<file path="src/core/lse_pkg.sv">
// Constants and types for the line status, eoc and loopback register bank.
// Assumes a single 125 MHz clock and an AXI4-Lite master with 32-bit data.
package lse_pkg;

    // ------------------------------------------------------------------
    // Bus geometry
    // ------------------------------------------------------------------
    localparam int ADDR_W = 8;
    localparam int DATA_W = 32;
    localparam int IDX_W = 6;

    // ------------------------------------------------------------------
    // Register indices (byte address is four times the index)
    // ------------------------------------------------------------------
    localparam logic [IDX_W-1:0] IDX_LINE_STATUS = 6'h07;
    localparam logic [IDX_W-1:0] IDX_SPARE_BITS = 6'h08;
    localparam logic [IDX_W-1:0] IDX_EOC_CTRL = 6'h09;
    localparam logic [IDX_W-1:0] IDX_IRQ_STATUS = 6'h10;
    localparam logic [IDX_W-1:0] IDX_IRQ_MASK = 6'h11;
    localparam logic [IDX_W-1:0] IDX_GENERAL_CTRL = 6'h12;

    // ------------------------------------------------------------------
    // Field positions
    // ------------------------------------------------------------------
    localparam int EOC_ADDR_LSB = 0;
    localparam int EOC_ADDR_W = 3;
    localparam int MSG_FLAG_BIT = 3;
    localparam int B1_LOOP_BIT = 4;
    localparam int B2_LOOP_BIT = 5;
    localparam int TRANSP_LOOP_BIT = 6;
    localparam int CRC_CORRUPT_BIT = 7;
    localparam int AUTO_OPS_BIT = 4;
    localparam int IRQ_ACT_BIT = 1;
    localparam int IRQ_BLK_BIT = 2;

    // ------------------------------------------------------------------
    // Reset values
    // ------------------------------------------------------------------
    localparam logic [7:0] EOC_CTRL_RST = 8'hf8;
    localparam logic [7:0] LINE_STATUS_RST = 8'h00;
    localparam logic [6:0] SPARE_BITS_RST = 7'h00;
    localparam logic [7:0] GENERAL_CTRL_RST = 8'h00;
    localparam logic [7:0] IRQ_MASK_RST = 8'h00;
    localparam logic [7:0] IRQ_WMASK = 8'h06;

    // AXI response codes
    localparam logic [1:0] RESP_OKAY = 2'b00;
    localparam logic [1:0] RESP_SLVERR = 2'b10;

    // ------------------------------------------------------------------
    // Datapath widths
    // ------------------------------------------------------------------
    localparam int BCH_W = 8;
    localparam int BBD_W = 18;
    localparam int CRC_W = 12;

    // Overhead bits decoded from one received U frame
    typedef struct packed {
        logic info4;
        logic aib;
        logic febe;
        logic nebe;
        logic uoa;
        logic frame_lost_n;
        logic transceiver_up_flag;
        logic far_ready_flag;
        logic [6:0] spare;
    } lse_rx_ovh_t;

    // Manual or automatic eoc transmit fields
    typedef struct packed {
        logic [EOC_ADDR_W-1:0] addr;
        logic tx_ops_msg_flag;
    } lse_eoc_tx_t;

endpackage

</file>
<file path="src/core/lse_regs.sv">
// Line status, spare bit mirror, eoc transmit control and loopback bank.
// Assumes strobed decoded overhead and one AXI4-Lite transfer each way.
//
// The implementer's own choice: the AXI4-Lite interface to the registers.
`timescale 1ns/100ps
module lse_regs
(
    input  wire logic ref_clk_i,                       // 125 MHz clock
    input  wire logic arst_n_i,                        // Async reset, low
    // AXI4-Lite slave
    input  wire logic [lse_pkg::ADDR_W-1:0] awaddr_i,  // Write address
    input  wire logic awvalid_i,                       // Write addr valid
    output logic awready_o,                            // Write addr ready
    input  wire logic [lse_pkg::DATA_W-1:0] wdata_i,   // Write data
    input  wire logic [3:0] wstrb_i,                   // Byte enables
    input  wire logic wvalid_i,                        // Write data valid
    output logic wready_o,                             // Write data ready
    output logic [1:0] bresp_o,                        // Write response
    output logic bvalid_o,                             // Response valid
    input  wire logic bready_i,                        // Response ready
    input  wire logic [lse_pkg::ADDR_W-1:0] araddr_i,  // Read address
    input  wire logic arvalid_i,                       // Read addr valid
    output logic arready_o,                            // Read addr ready
    output logic [lse_pkg::DATA_W-1:0] rdata_o,        // Read data
    output logic [1:0] rresp_o,                        // Read response
    output logic rvalid_o,                             // Read data valid
    input  wire logic rready_i,                        // Read data ready
    // Received overhead
    input  wire logic rx_ovh_valid_i,                  // Frame decoded
    input  wire lse_pkg::lse_rx_ovh_t rx_ovh_i,        // Decoded bits
    // eoc transmit
    input  wire lse_pkg::lse_eoc_tx_t auto_eoc_i,      // Auto engine fields
    output lse_pkg::lse_eoc_tx_t tx_eoc_o,             // Fields to send
    // U bearer channels
    input  wire logic [lse_pkg::BCH_W-1:0] u_rx_b1_i,  // Received B1
    input  wire logic [lse_pkg::BCH_W-1:0] u_rx_b2_i,  // Received B2
    input  wire logic [lse_pkg::BCH_W-1:0] mtx_b1_i,   // Matrix B1 to U
    input  wire logic [lse_pkg::BCH_W-1:0] mtx_b2_i,   // Matrix B2 to U
    output logic [lse_pkg::BCH_W-1:0] u_tx_b1_o,       // Transmit B1
    output logic [lse_pkg::BCH_W-1:0] u_tx_b2_o,       // Transmit B2
    // S/T 2B+D words
    input  wire logic [lse_pkg::BBD_W-1:0] st_tx_i,    // S/T transmit word
    input  wire logic [lse_pkg::BBD_W-1:0] te_rx_i,    // Word from terminal
    output logic [lse_pkg::BBD_W-1:0] st_rx_o,         // S/T receive word
    // CRC
    input  wire logic [lse_pkg::CRC_W-1:0] crc_i,      // Computed CRC
    output logic [lse_pkg::CRC_W-1:0] crc_o,           // CRC to transmit
    // Interrupt
    output logic irq_o                                 // Level, high active
);
    import lse_pkg::*;

    // ------------------------------------------------------------------
    // Register state
    // ------------------------------------------------------------------
    logic [7:0] line_overhead_status;
    logic [6:0] received_spare_bits;
    logic [7:0] eoc_tx_loopback_ctrl;
    logic [7:0] general_ctrl;
    logic [7:0] irq_status;
    logic [7:0] irq_mask;

    // Bus side state
    logic aw_got;
    logic w_got;
    logic [IDX_W-1:0] aw_idx;
    logic [DATA_W-1:0] w_data;
    logic [3:0] w_strb;

    // Derived controls
    logic do_write, wr_low, ar_take;
    logic [IDX_W-1:0] ar_idx;
    logic [7:0] ctrl_eff;
    logic auto_ops_channel;
    logic first_bearer_loop_n;
    logic second_bearer_loop_n;
    logic transparent_loop_n;
    logic check_corrupt_n;
    logic activation_change_irq, block_fault_irq;
    logic [7:0] irq_set;
    logic [7:0] irq_clr;
    logic [7:0] next_irq_status;
    logic [DATA_W-1:0] next_rdata;
    logic [1:0] next_rresp;

    // ------------------------------------------------------------------
    // Bus decode
    // ------------------------------------------------------------------
    // A write fires once both halves are held, no response pending
    assign do_write = aw_got && w_got && !bvalid_o;
    assign wr_low = do_write && w_strb[0];
    assign ar_take = arvalid_i && arready_o;
    assign ar_idx = araddr_i[IDX_W+1:2];

    // Write address channel: one outstanding write at a time
    always_ff @(posedge ref_clk_i or negedge arst_n_i)
    begin
        if (!arst_n_i)
        begin
            aw_got <= 1'b0;
            aw_idx <= '0;
            awready_o <= 1'b0;
        end
        else if (awvalid_i && awready_o)
        begin
            aw_got <= 1'b1;
            aw_idx <= awaddr_i[IDX_W+1:2];
            awready_o <= 1'b0;
        end
        else if (do_write)
            aw_got <= 1'b0;
        else if (!aw_got && !bvalid_o)
            awready_o <= 1'b1;
    end

    // Write data, taken apart from the address
    always_ff @(posedge ref_clk_i or negedge arst_n_i)
    begin
        if (!arst_n_i)
        begin
            w_got <= 1'b0;
            w_data <= '0;
            w_strb <= '0;
            wready_o <= 1'b0;
        end
        else if (wvalid_i && wready_o)
        begin
            w_got <= 1'b1;
            w_data <= wdata_i;
            w_strb <= wstrb_i;
            wready_o <= 1'b0;
        end
        else if (do_write)
            w_got <= 1'b0;
        else if (!w_got && !bvalid_o)
            wready_o <= 1'b1;
    end

    // Write response; unmapped or read-only targets answer with an error
    always_ff @(posedge ref_clk_i or negedge arst_n_i)
    begin
        if (!arst_n_i)
        begin
            bvalid_o <= 1'b0;
            bresp_o <= RESP_OKAY;
        end
        else if (do_write)
        begin
            bvalid_o <= 1'b1;
            unique case (aw_idx)
                IDX_EOC_CTRL, IDX_IRQ_STATUS, IDX_IRQ_MASK,
                IDX_GENERAL_CTRL: bresp_o <= RESP_OKAY;
                default: bresp_o <= RESP_SLVERR;
            endcase
        end
        else if (bvalid_o && bready_i)
            bvalid_o <= 1'b0;
    end

    // ------------------------------------------------------------------
    // Software writable registers
    // ------------------------------------------------------------------
    // Software registers; eoc control keeps its value in auto mode
    always_ff @(posedge ref_clk_i or negedge arst_n_i)
    begin
        if (!arst_n_i)
        begin
            eoc_tx_loopback_ctrl <= EOC_CTRL_RST;
            general_ctrl <= GENERAL_CTRL_RST;
            irq_mask <= IRQ_MASK_RST;
        end
        else if (wr_low)
        begin
            if (aw_idx == IDX_EOC_CTRL)
                eoc_tx_loopback_ctrl <= w_data[7:0];
            if (aw_idx == IDX_GENERAL_CTRL)
                general_ctrl <= w_data[7:0];
            if (aw_idx == IDX_IRQ_MASK)
                irq_mask <= w_data[7:0] & IRQ_WMASK;
        end
    end

    // ------------------------------------------------------------------
    // Received overhead mirrors
    // ------------------------------------------------------------------
    // strobe-only update
    // Reads never touch these; only a decoded frame loads them
    always_ff @(posedge ref_clk_i or negedge arst_n_i)
    begin
        if (!arst_n_i)
            line_overhead_status <= LINE_STATUS_RST;
        else if (rx_ovh_valid_i)
            line_overhead_status <= {rx_ovh_i.info4, rx_ovh_i.aib,
                rx_ovh_i.febe, rx_ovh_i.nebe, rx_ovh_i.uoa,
                rx_ovh_i.frame_lost_n, rx_ovh_i.transceiver_up_flag,
                rx_ovh_i.far_ready_flag};
    end

    // spare bit mirror
    // Spare field order: 6..3 rows six to three, 2 row two, 1..0 row one
    always_ff @(posedge ref_clk_i or negedge arst_n_i)
    begin
        if (!arst_n_i)
            received_spare_bits <= SPARE_BITS_RST;
        else if (rx_ovh_valid_i)
            received_spare_bits <= rx_ovh_i.spare;
    end

    // ------------------------------------------------------------------
    // Interrupt flags
    // ------------------------------------------------------------------
    // activation change detect
    assign activation_change_irq = rx_ovh_valid_i &&
        ((rx_ovh_i.far_ready_flag != line_overhead_status[0]) ||
         (rx_ovh_i.transceiver_up_flag != line_overhead_status[1]));
    assign block_fault_irq = rx_ovh_valid_i &&
        (!rx_ovh_i.nebe || !rx_ovh_i.febe);

    // Clear by reading the flags or by writing ones; a set in the same
    // cycle wins so that no event is dropped
    always_comb
    begin
        irq_set = 8'h00;
        irq_set[IRQ_ACT_BIT] = activation_change_irq;
        irq_set[IRQ_BLK_BIT] = block_fault_irq;
        irq_clr = 8'h00;
        if (ar_take && ar_idx == IDX_IRQ_STATUS)
            irq_clr = 8'hff;
        if (wr_low && aw_idx == IDX_IRQ_STATUS)
            irq_clr = irq_clr | w_data[7:0];
        next_irq_status = ((irq_status & ~irq_clr) | irq_set) & IRQ_WMASK;
    end

    always_ff @(posedge ref_clk_i or negedge arst_n_i)
    begin
        if (!arst_n_i)
            irq_status <= 8'h00;
        else
            irq_status <= next_irq_status;
    end

    // Level output, one cycle behind the flags
    always_ff @(posedge ref_clk_i or negedge arst_n_i)
    begin
        if (!arst_n_i)
            irq_o <= 1'b0;
        else
            irq_o <= |(irq_status & irq_mask);
    end

    // ------------------------------------------------------------------
    // Read channel
    // ------------------------------------------------------------------
    // Flags are captured before their clear so the reader sees the event
    always_comb
    begin
        next_rdata = '0;
        next_rresp = RESP_OKAY;
        unique case (ar_idx)
            IDX_LINE_STATUS: next_rdata[7:0] = line_overhead_status;
            IDX_SPARE_BITS: next_rdata[6:0] = received_spare_bits;
            IDX_EOC_CTRL: next_rdata[7:0] = eoc_tx_loopback_ctrl;
            IDX_IRQ_STATUS: next_rdata[7:0] = irq_status;
            IDX_IRQ_MASK: next_rdata[7:0] = irq_mask;
            IDX_GENERAL_CTRL: next_rdata[7:0] = general_ctrl;
            default: next_rresp = RESP_SLVERR;
        endcase
    end

    // One read at a time; data is valid one cycle after the address
    always_ff @(posedge ref_clk_i or negedge arst_n_i)
    begin
        if (!arst_n_i)
        begin
            arready_o <= 1'b0;
            rvalid_o <= 1'b0;
            rdata_o <= '0;
            rresp_o <= RESP_OKAY;
        end
        else if (ar_take)
        begin
            arready_o <= 1'b0;
            rvalid_o <= 1'b1;
            rdata_o <= next_rdata;
            rresp_o <= next_rresp;
        end
        else if (rvalid_o && rready_i)
            rvalid_o <= 1'b0;
        else if (!rvalid_o)
            arready_o <= 1'b1;
    end

    // ------------------------------------------------------------------
    // Effective controls
    // ------------------------------------------------------------------
    assign auto_ops_channel = general_ctrl[AUTO_OPS_BIT];
    // ignored in auto mode
    // Auto mode falls back to the reset value: no loops, good CRC
    assign ctrl_eff = auto_ops_channel ? EOC_CTRL_RST : eoc_tx_loopback_ctrl;
    assign first_bearer_loop_n = ctrl_eff[B1_LOOP_BIT];
    assign second_bearer_loop_n = ctrl_eff[B2_LOOP_BIT];
    assign transparent_loop_n = ctrl_eff[TRANSP_LOOP_BIT];
    assign check_corrupt_n = ctrl_eff[CRC_CORRUPT_BIT];

    // manual eoc fields
    // The automatic engine owns the fields while it is enabled
    always_ff @(posedge ref_clk_i or negedge arst_n_i)
    begin
        if (!arst_n_i)
        begin
            tx_eoc_o.addr <= EOC_CTRL_RST[EOC_ADDR_LSB +: EOC_ADDR_W];
            tx_eoc_o.tx_ops_msg_flag <= EOC_CTRL_RST[MSG_FLAG_BIT];
        end
        else if (auto_ops_channel)
            tx_eoc_o <= auto_eoc_i;
        else
        begin
            tx_eoc_o.addr <=
                eoc_tx_loopback_ctrl[EOC_ADDR_LSB +: EOC_ADDR_W];
            tx_eoc_o.tx_ops_msg_flag <= eoc_tx_loopback_ctrl[MSG_FLAG_BIT];
        end
    end

    // ------------------------------------------------------------------
    // Loopbacks and CRC
    // ------------------------------------------------------------------
    // Bearers switch alone, ahead of the matrix; the pin loop drops
    // terminal words; inverting all CRC bits forces a far-end mismatch
    always_ff @(posedge ref_clk_i or negedge arst_n_i)
    begin
        if (!arst_n_i)
        begin
            u_tx_b1_o <= '0;
            u_tx_b2_o <= '0;
            st_rx_o <= '0;
            crc_o <= '0;
        end
        else
        begin
            u_tx_b1_o <= first_bearer_loop_n ? mtx_b1_i : u_rx_b1_i;
            u_tx_b2_o <= second_bearer_loop_n ? mtx_b2_i : u_rx_b2_i;
            st_rx_o <= transparent_loop_n ? te_rx_i : st_tx_i;
            crc_o <= check_corrupt_n ? crc_i : ~crc_i;
        end
    end

endmodule

</file>
<file path="config.mk">
export PLATFORM = sky130hd
export DESIGN_NAME = lse_regs
export DESIGN_NICKNAME = d
export VERILOG_FILES = /design/src/core/lse_pkg.sv /design/src/core/lse_regs.sv
export SDC_FILE = /design/constraint.sdc
export NUM_CORES = 1
export LEC_CHECK = 0
export ABC_AREA = 1
export BUFFER_PORTS_ARGS = -buffer_cell sky130_fd_sc_hd__buf_2
export CORE_MARGIN = 2
export CORE_UTILIZATION = 41
export CTS_CLUSTER_DIAMETER = 40
export DETAILED_ROUTE_END_ITERATION = 8
export PLACE_DENSITY = 0.72
export SYNTH_ARGS = -nofsm -noshare
export SYNTH_HDL_FRONTEND = slang
export SYNTH_SLANG_ARGS = --single-unit
export TNS_END_PERCENT = 30
</file>
<file path="constraint.sdc">
create_clock -name ref_clk_i -period 3.47 [get_ports ref_clk_i]
set_input_delay 0.5205 -clock ref_clk_i [delete_from_list [all_inputs] [get_ports ref_clk_i]]
set_output_delay 0.5205 -clock ref_clk_i [all_outputs]
set_load 0.01 [all_outputs]
</file>
**After elaboration in Yosys (flattened, before gate mapping)**

Index checks and enable logic that the tools add are counted.

- Reduce and logical (&&, ||, !) cells: 36
- Mux-type cells: 28
- Eq/ne operators: 16
- Bitwise gates (word level): 6

Operators by type and width:

| cell | count |
|---|---|
| $pmux W7 S6 | 1 |
| $eq A6 B5 Y1 const B | 6 |
| $mux W8 | 3 |
| $eq A6 B4 Y1 const B | 3 |
| $mux W18 | 1 |
| $mux W1 | 16 |
| $logic_and A1 B1 Y1 | 14 |
| $mux W12 | 1 |
| $not A12 Y12 | 1 |
| $reduce_and A2 Y1 | 6 |
| $reduce_bool A2 Y1 | 6 |
| $reduce_or A8 Y1 | 1 |
| $and A3 B3 Y3 | 2 |
| $eq A6 B3 Y1 const B | 1 |
| $mux W3 | 2 |
| $ne A2 B1 Y1 const B | 3 |
| $or A3 B3 Y3 | 2 |
| $reduce_or A6 Y1 | 1 |
| $logic_not A1 Y1 | 5 |
| $mux W2 | 2 |
| $mux W4 | 1 |
| $reduce_or A4 Y1 | 1 |
| $not A3 Y3 | 1 |
| $pmux W1 S3 | 1 |
| other kinds (3) | 5 |

- Input bits: 159
- Logic and storage cells: 112
- Register bits after elaboration: 120

**Logic depth before layout (Yosys ltp)**

- Depth after elaboration: 8
- Mapped depth: 8

**Worst setup path after synthesis**

No wires, ideal clock.

- Kind: reg-to-reg
- Start point: reg general_ctrl[4]
- End point: reg st_rx_o[10] (netlist bit)
- Setup time: 0.125 ns
- Cell stages (with the launch flop): 5
- Data arrival time: 1.152 ns
- Path slack: 2.193 ns
- Path through: dfrtp_1 > buf_6 > nor2_8 > buf_4 > mux2_2

- Cells in the longest elaborated chain, start to end: 2

RTL lines:

| element | line | source |
|---|---|---|
| from (decl) | lse_regs.sv:59 | `logic [7:0] general_ctrl;` |
| from (signal assigned) | lse_regs.sv:177 | `general_ctrl <= w_data[7:0];` |
| $mux W8 | lse_regs.sv:299 | `assign ctrl_eff = auto_ops_channel ? EOC_CTRL_RST : eoc_tx_loopback_ctrl;` |
| $mux W18 | lse_regs.sv:342 | `st_rx_o <= transparent_loop_n ? te_rx_i : st_tx_i;` |
| to (signal assigned) | lse_regs.sv:342 |  |
| to (decl) | lse_regs.sv:44 | `output logic [lse_pkg::BBD_W-1:0] st_rx_o,` |

Every way passes these cells.
A chain may end at the register's enable or synchronous reset.

**Worst setup path in the final report**

- Start point: reg general_ctrl[4]
- End point: reg u_tx_b1_o[4] (netlist bit)

- Cells in the longest elaborated chain, start to end: 2

RTL lines:

| element | line | source |
|---|---|---|
| $mux W8 | lse_regs.sv:299 |  |
| $mux W8 | lse_regs.sv:340 | `u_tx_b1_o <= first_bearer_loop_n ? mtx_b1_i : u_rx_b1_i;` |
| to (signal assigned) | lse_regs.sv:340 |  |
| to (decl) | lse_regs.sv:39 | `output logic [lse_pkg::BCH_W-1:0] u_tx_b1_o,` |

Every way passes these cells.

==> impl_metrics.yaml <==
sta:
  layout_setup_ws_ns: 1.858
  period_share_pct: 46.45
  tightest_slew_ns: 0.6598
  fmax_mhz: 620.4
  setup_viol: 0
  slew_headroom_pct: 55.85
  drv_slew: 0
  fin_crit_ns: 1.612
  skew_ns: 0.006304
  hold_violations: 0
  rsz0062_at_grt: "false"
  setup_tns_ns: 0
die:
  design.core.area_um2: 12520
  die_width_um: 116.9
  placementRows: 41
  die_h_um: 116.9
  io_pins: 251
  start_util_pct: 41.72
  die_area_um2: 13660
setup_path:
  crit_chain: "nor2_2 > mux2_2"
  crit_arrival_ns: 1.89
  critical_path.max_fanout: 14
  critPathSlowestCell: "dfrtp_1"
  crit_path_max_incr_delay_ns: 0.61
  cp-start-kind: "register"
  criticalPathCategory: "register to register"
  cp-end-kind: "register"
  r2r_setup_slack_ns: 1.86
  worstPathRequired_ns: 3.75
drt:
  initialDrtViolationCount: 201
  route.detailed.drc: 0
  avgViaCountPerCell: 4.549
  dr.pass1.iters: 4
  postRouteAntennaNets: 0
  routedWlPerCell_um: 13.55
  wl_um: 12110
  vias: 4067
logic_synthesis:
  synth_cell_types: 31
  postSynthCellCount: 511
  ys_seq_area_share_pct: 56.68
  yosys_warnings: 0
  avgSynthCellArea_um2: 10.22
  synth-seq-cells: 118
  synth_area_um2: 5223
power:
  p_int_uw: 3513
  p_sw_uw: 1660
  share_comb_of_total_power_pct: 29.4
  seqPwrFrac_pct: 40.4
  ir_worst_vdd_v: 0.0004970
  power-per-cell-area_nw_per_um2: 765.6
  switching_share_pct: 32.09
  power_frac_clock_pct: 30.2
  p_leak_uw: 0.003573
placement:
  place_ws_ns: 1.751
  gp_congestion: 0.8450
  io_buffers: 193
  dpl.hpwl_um: 8933
grt:
  grt_pass1_vias: 3974
  grt_pass1_wl_um: 18670
  grtUsageTotal_pct: 17.85
  grt_antenna_before_repair: 1
  overflow: 0
  grt_max_degree: 74
hold_path:
  hold_class: "input pin to asynchronous set/reset pin"
clock_tree:
  ctsResizeCount: 0
  hold_buffers: 0
  clock_path_buffers: 2
  cts_root_buffer: "clkbuf_16"
  h-tree-depth: 4
  cts_buffers: 17
  insertion_delay_ns: 0.41
  cts_tree: "built"
  path_clk_slew_ns: 0.05
  post-cts-setup-buffer-count: 0
  cts.sinks: 118
layout:
  areaGrowthSynthToFinish_pct: 29.37
  antennaDiodeCount: 0
  drive_gt1_share_pct: 41.14
  final_common_cell: "buf_2"
  layout_common_cells: "buf_2, nand2_1, dfrtp_1"
  final_nets: 868
flow_run:
  max-cap-violations: 0
status:
  status: "finished clean"
## state kept, by name, indices dropped and copies added (netlist names), 2 cells and up
signal	cells
w_data	8
u_tx_b1_o	8
st_rx_o	18
rdata_o	8
irq_mask	2
aw_idx	6
irq_status	2
tx_eoc_o	4
general_ctrl	8
received_spare_bits	7
line_overhead_status	8
eoc_tx_loopback_ctrl	8
crc_o	12
u_tx_b2_o	8
## cell usage after synthesis
cell type	n	share of area, %
a21oi_1	25	2.4
a22o_1	1	0.17
buf_2	3	0.29
buf_4	28	4.0
buf_6	3	0.65
buf_8	1	0.29
clkbuf_1	5	0.36
clkbuf_8	1	0.26
conb_1	1	0.072
dfrtp_1	112	54
dfstp_2	6	3.0
inv_1	28	2.0
inv_2	6	0.43
inv_4	1	0.12
mux2_2	34	7.3
nand2_1	114	8.2
nand2_2	4	0.48
nand3_1	35	3.4
nand3_4	1	0.34
nand3b_1	1	0.14
nand4_1	2	0.24
nand4_2	1	0.24
nand4_4	1	0.41
nor2_1	41	2.9
nor2_2	6	0.72
nor2_4	4	0.86
nor2_8	3	1.2
o21ai_0	12	1.2
o21ai_1	7	0.67
o21ai_2	10	1.7
xor2_1	14	2.3
## power groups by stage
| stage | Sequential, uW | Combinational [uW] | Clock (uW) |
|---|---|---|---|
| 2_1_floorplan | 2220 | 877 | 0 |
| 3_3_place_gp | 2100 | 1480 | 0 |
| 3_5_place_dp | 2110 | 1540 | 0 |
| 4_1_cts | 2090 | 1550 | 1610 |
| 5_1_grt | 2150 | 1690 | 1660 |
| 6_report | 2090 | 1520 | 1560 |
## per-stage QoR
step / util (%) / instances / power (uW) / cell area (um^2) / hold WS (ns)
after global placement: 49.70 / 862 / 3579 / 6221 / 0.4571
after detailed placement: 49.70 / 862 / 3649 / 6221 / 0.4685
after floorplan: - / 536 / 3098 / 5316 / 0.2249
after global routing: 53.98 / 894 / 5507 / 6756 / 0.1525
final: 53.98 / 894 / 5173 / 6756 / 0.1168
after CTS: 53.98 / 894 / 5250 / 6756 / 0.1330
## routing by layer
metal / GRT usage [%] / wire length (um) / vias up
li1: - / - / 1982
met2: 29.17 / 6136 / 153
met3: 7.261 / 970 / 14
met1: 22.02 / 4898 / 1916
met4: 4.941 / 95 / 2
met5: 0 / 11 / -
## final cells by class
type                       count  area (um^2)
clock buffer                  29        520.5
clock inverter                 3        15.01
fill                        1184         5761
inverter                      35        133.9
multi-input combinational    342         1916
sequential                   118         2960
tap                          172        215.2
timing repair buffer         195        996.0
## worst paths after layout
kind                                                    start                                  end  cells after the start
setup / recovery                  general_ctrl[4]$_DFFE_PN0P_               u_tx_b1_o[4]$_DFF_PN0_                      2
hold / removal                                       arst_n_i   received_spare_bits[5]$_DFFE_PN0P_                      1
setup reg to reg                  general_ctrl[4]$_DFFE_PN0P_               u_tx_b1_o[4]$_DFF_PN0_                      2
hold reg to reg            received_spare_bits[5]$_DFFE_PN0P_   received_spare_bits[5]$_DFFE_PN0P_                      2
max in group asynchronous                            arst_n_i  eoc_tx_loopback_ctrl[4]$_DFFE_PN1P_                      2
min in group ref_clk_i                               crc_i[6]                   crc_o[6]$_DFF_PN0_                      2
## logic make-up (layout without fill, tap and decap cells)
group	Yosys count	count (layout)	share of synthesized area (%)
xor+xnor	14	14	2.348
other cells	1	26	0.07180
simple gates	213	213	19.07
flops	118	118	56.68
compound gates	55	55	6.061
buf+inv	76	262	8.433
mux	34	34	7.331
## worst max-delay path, delay by kind of cell (launching register included)
family           cells  cell delay, ns
muxes                1            0.39
DFF                  1            0.61
and+or+nand+nor      1            0.48
Power figures use the tool's default switching activity.
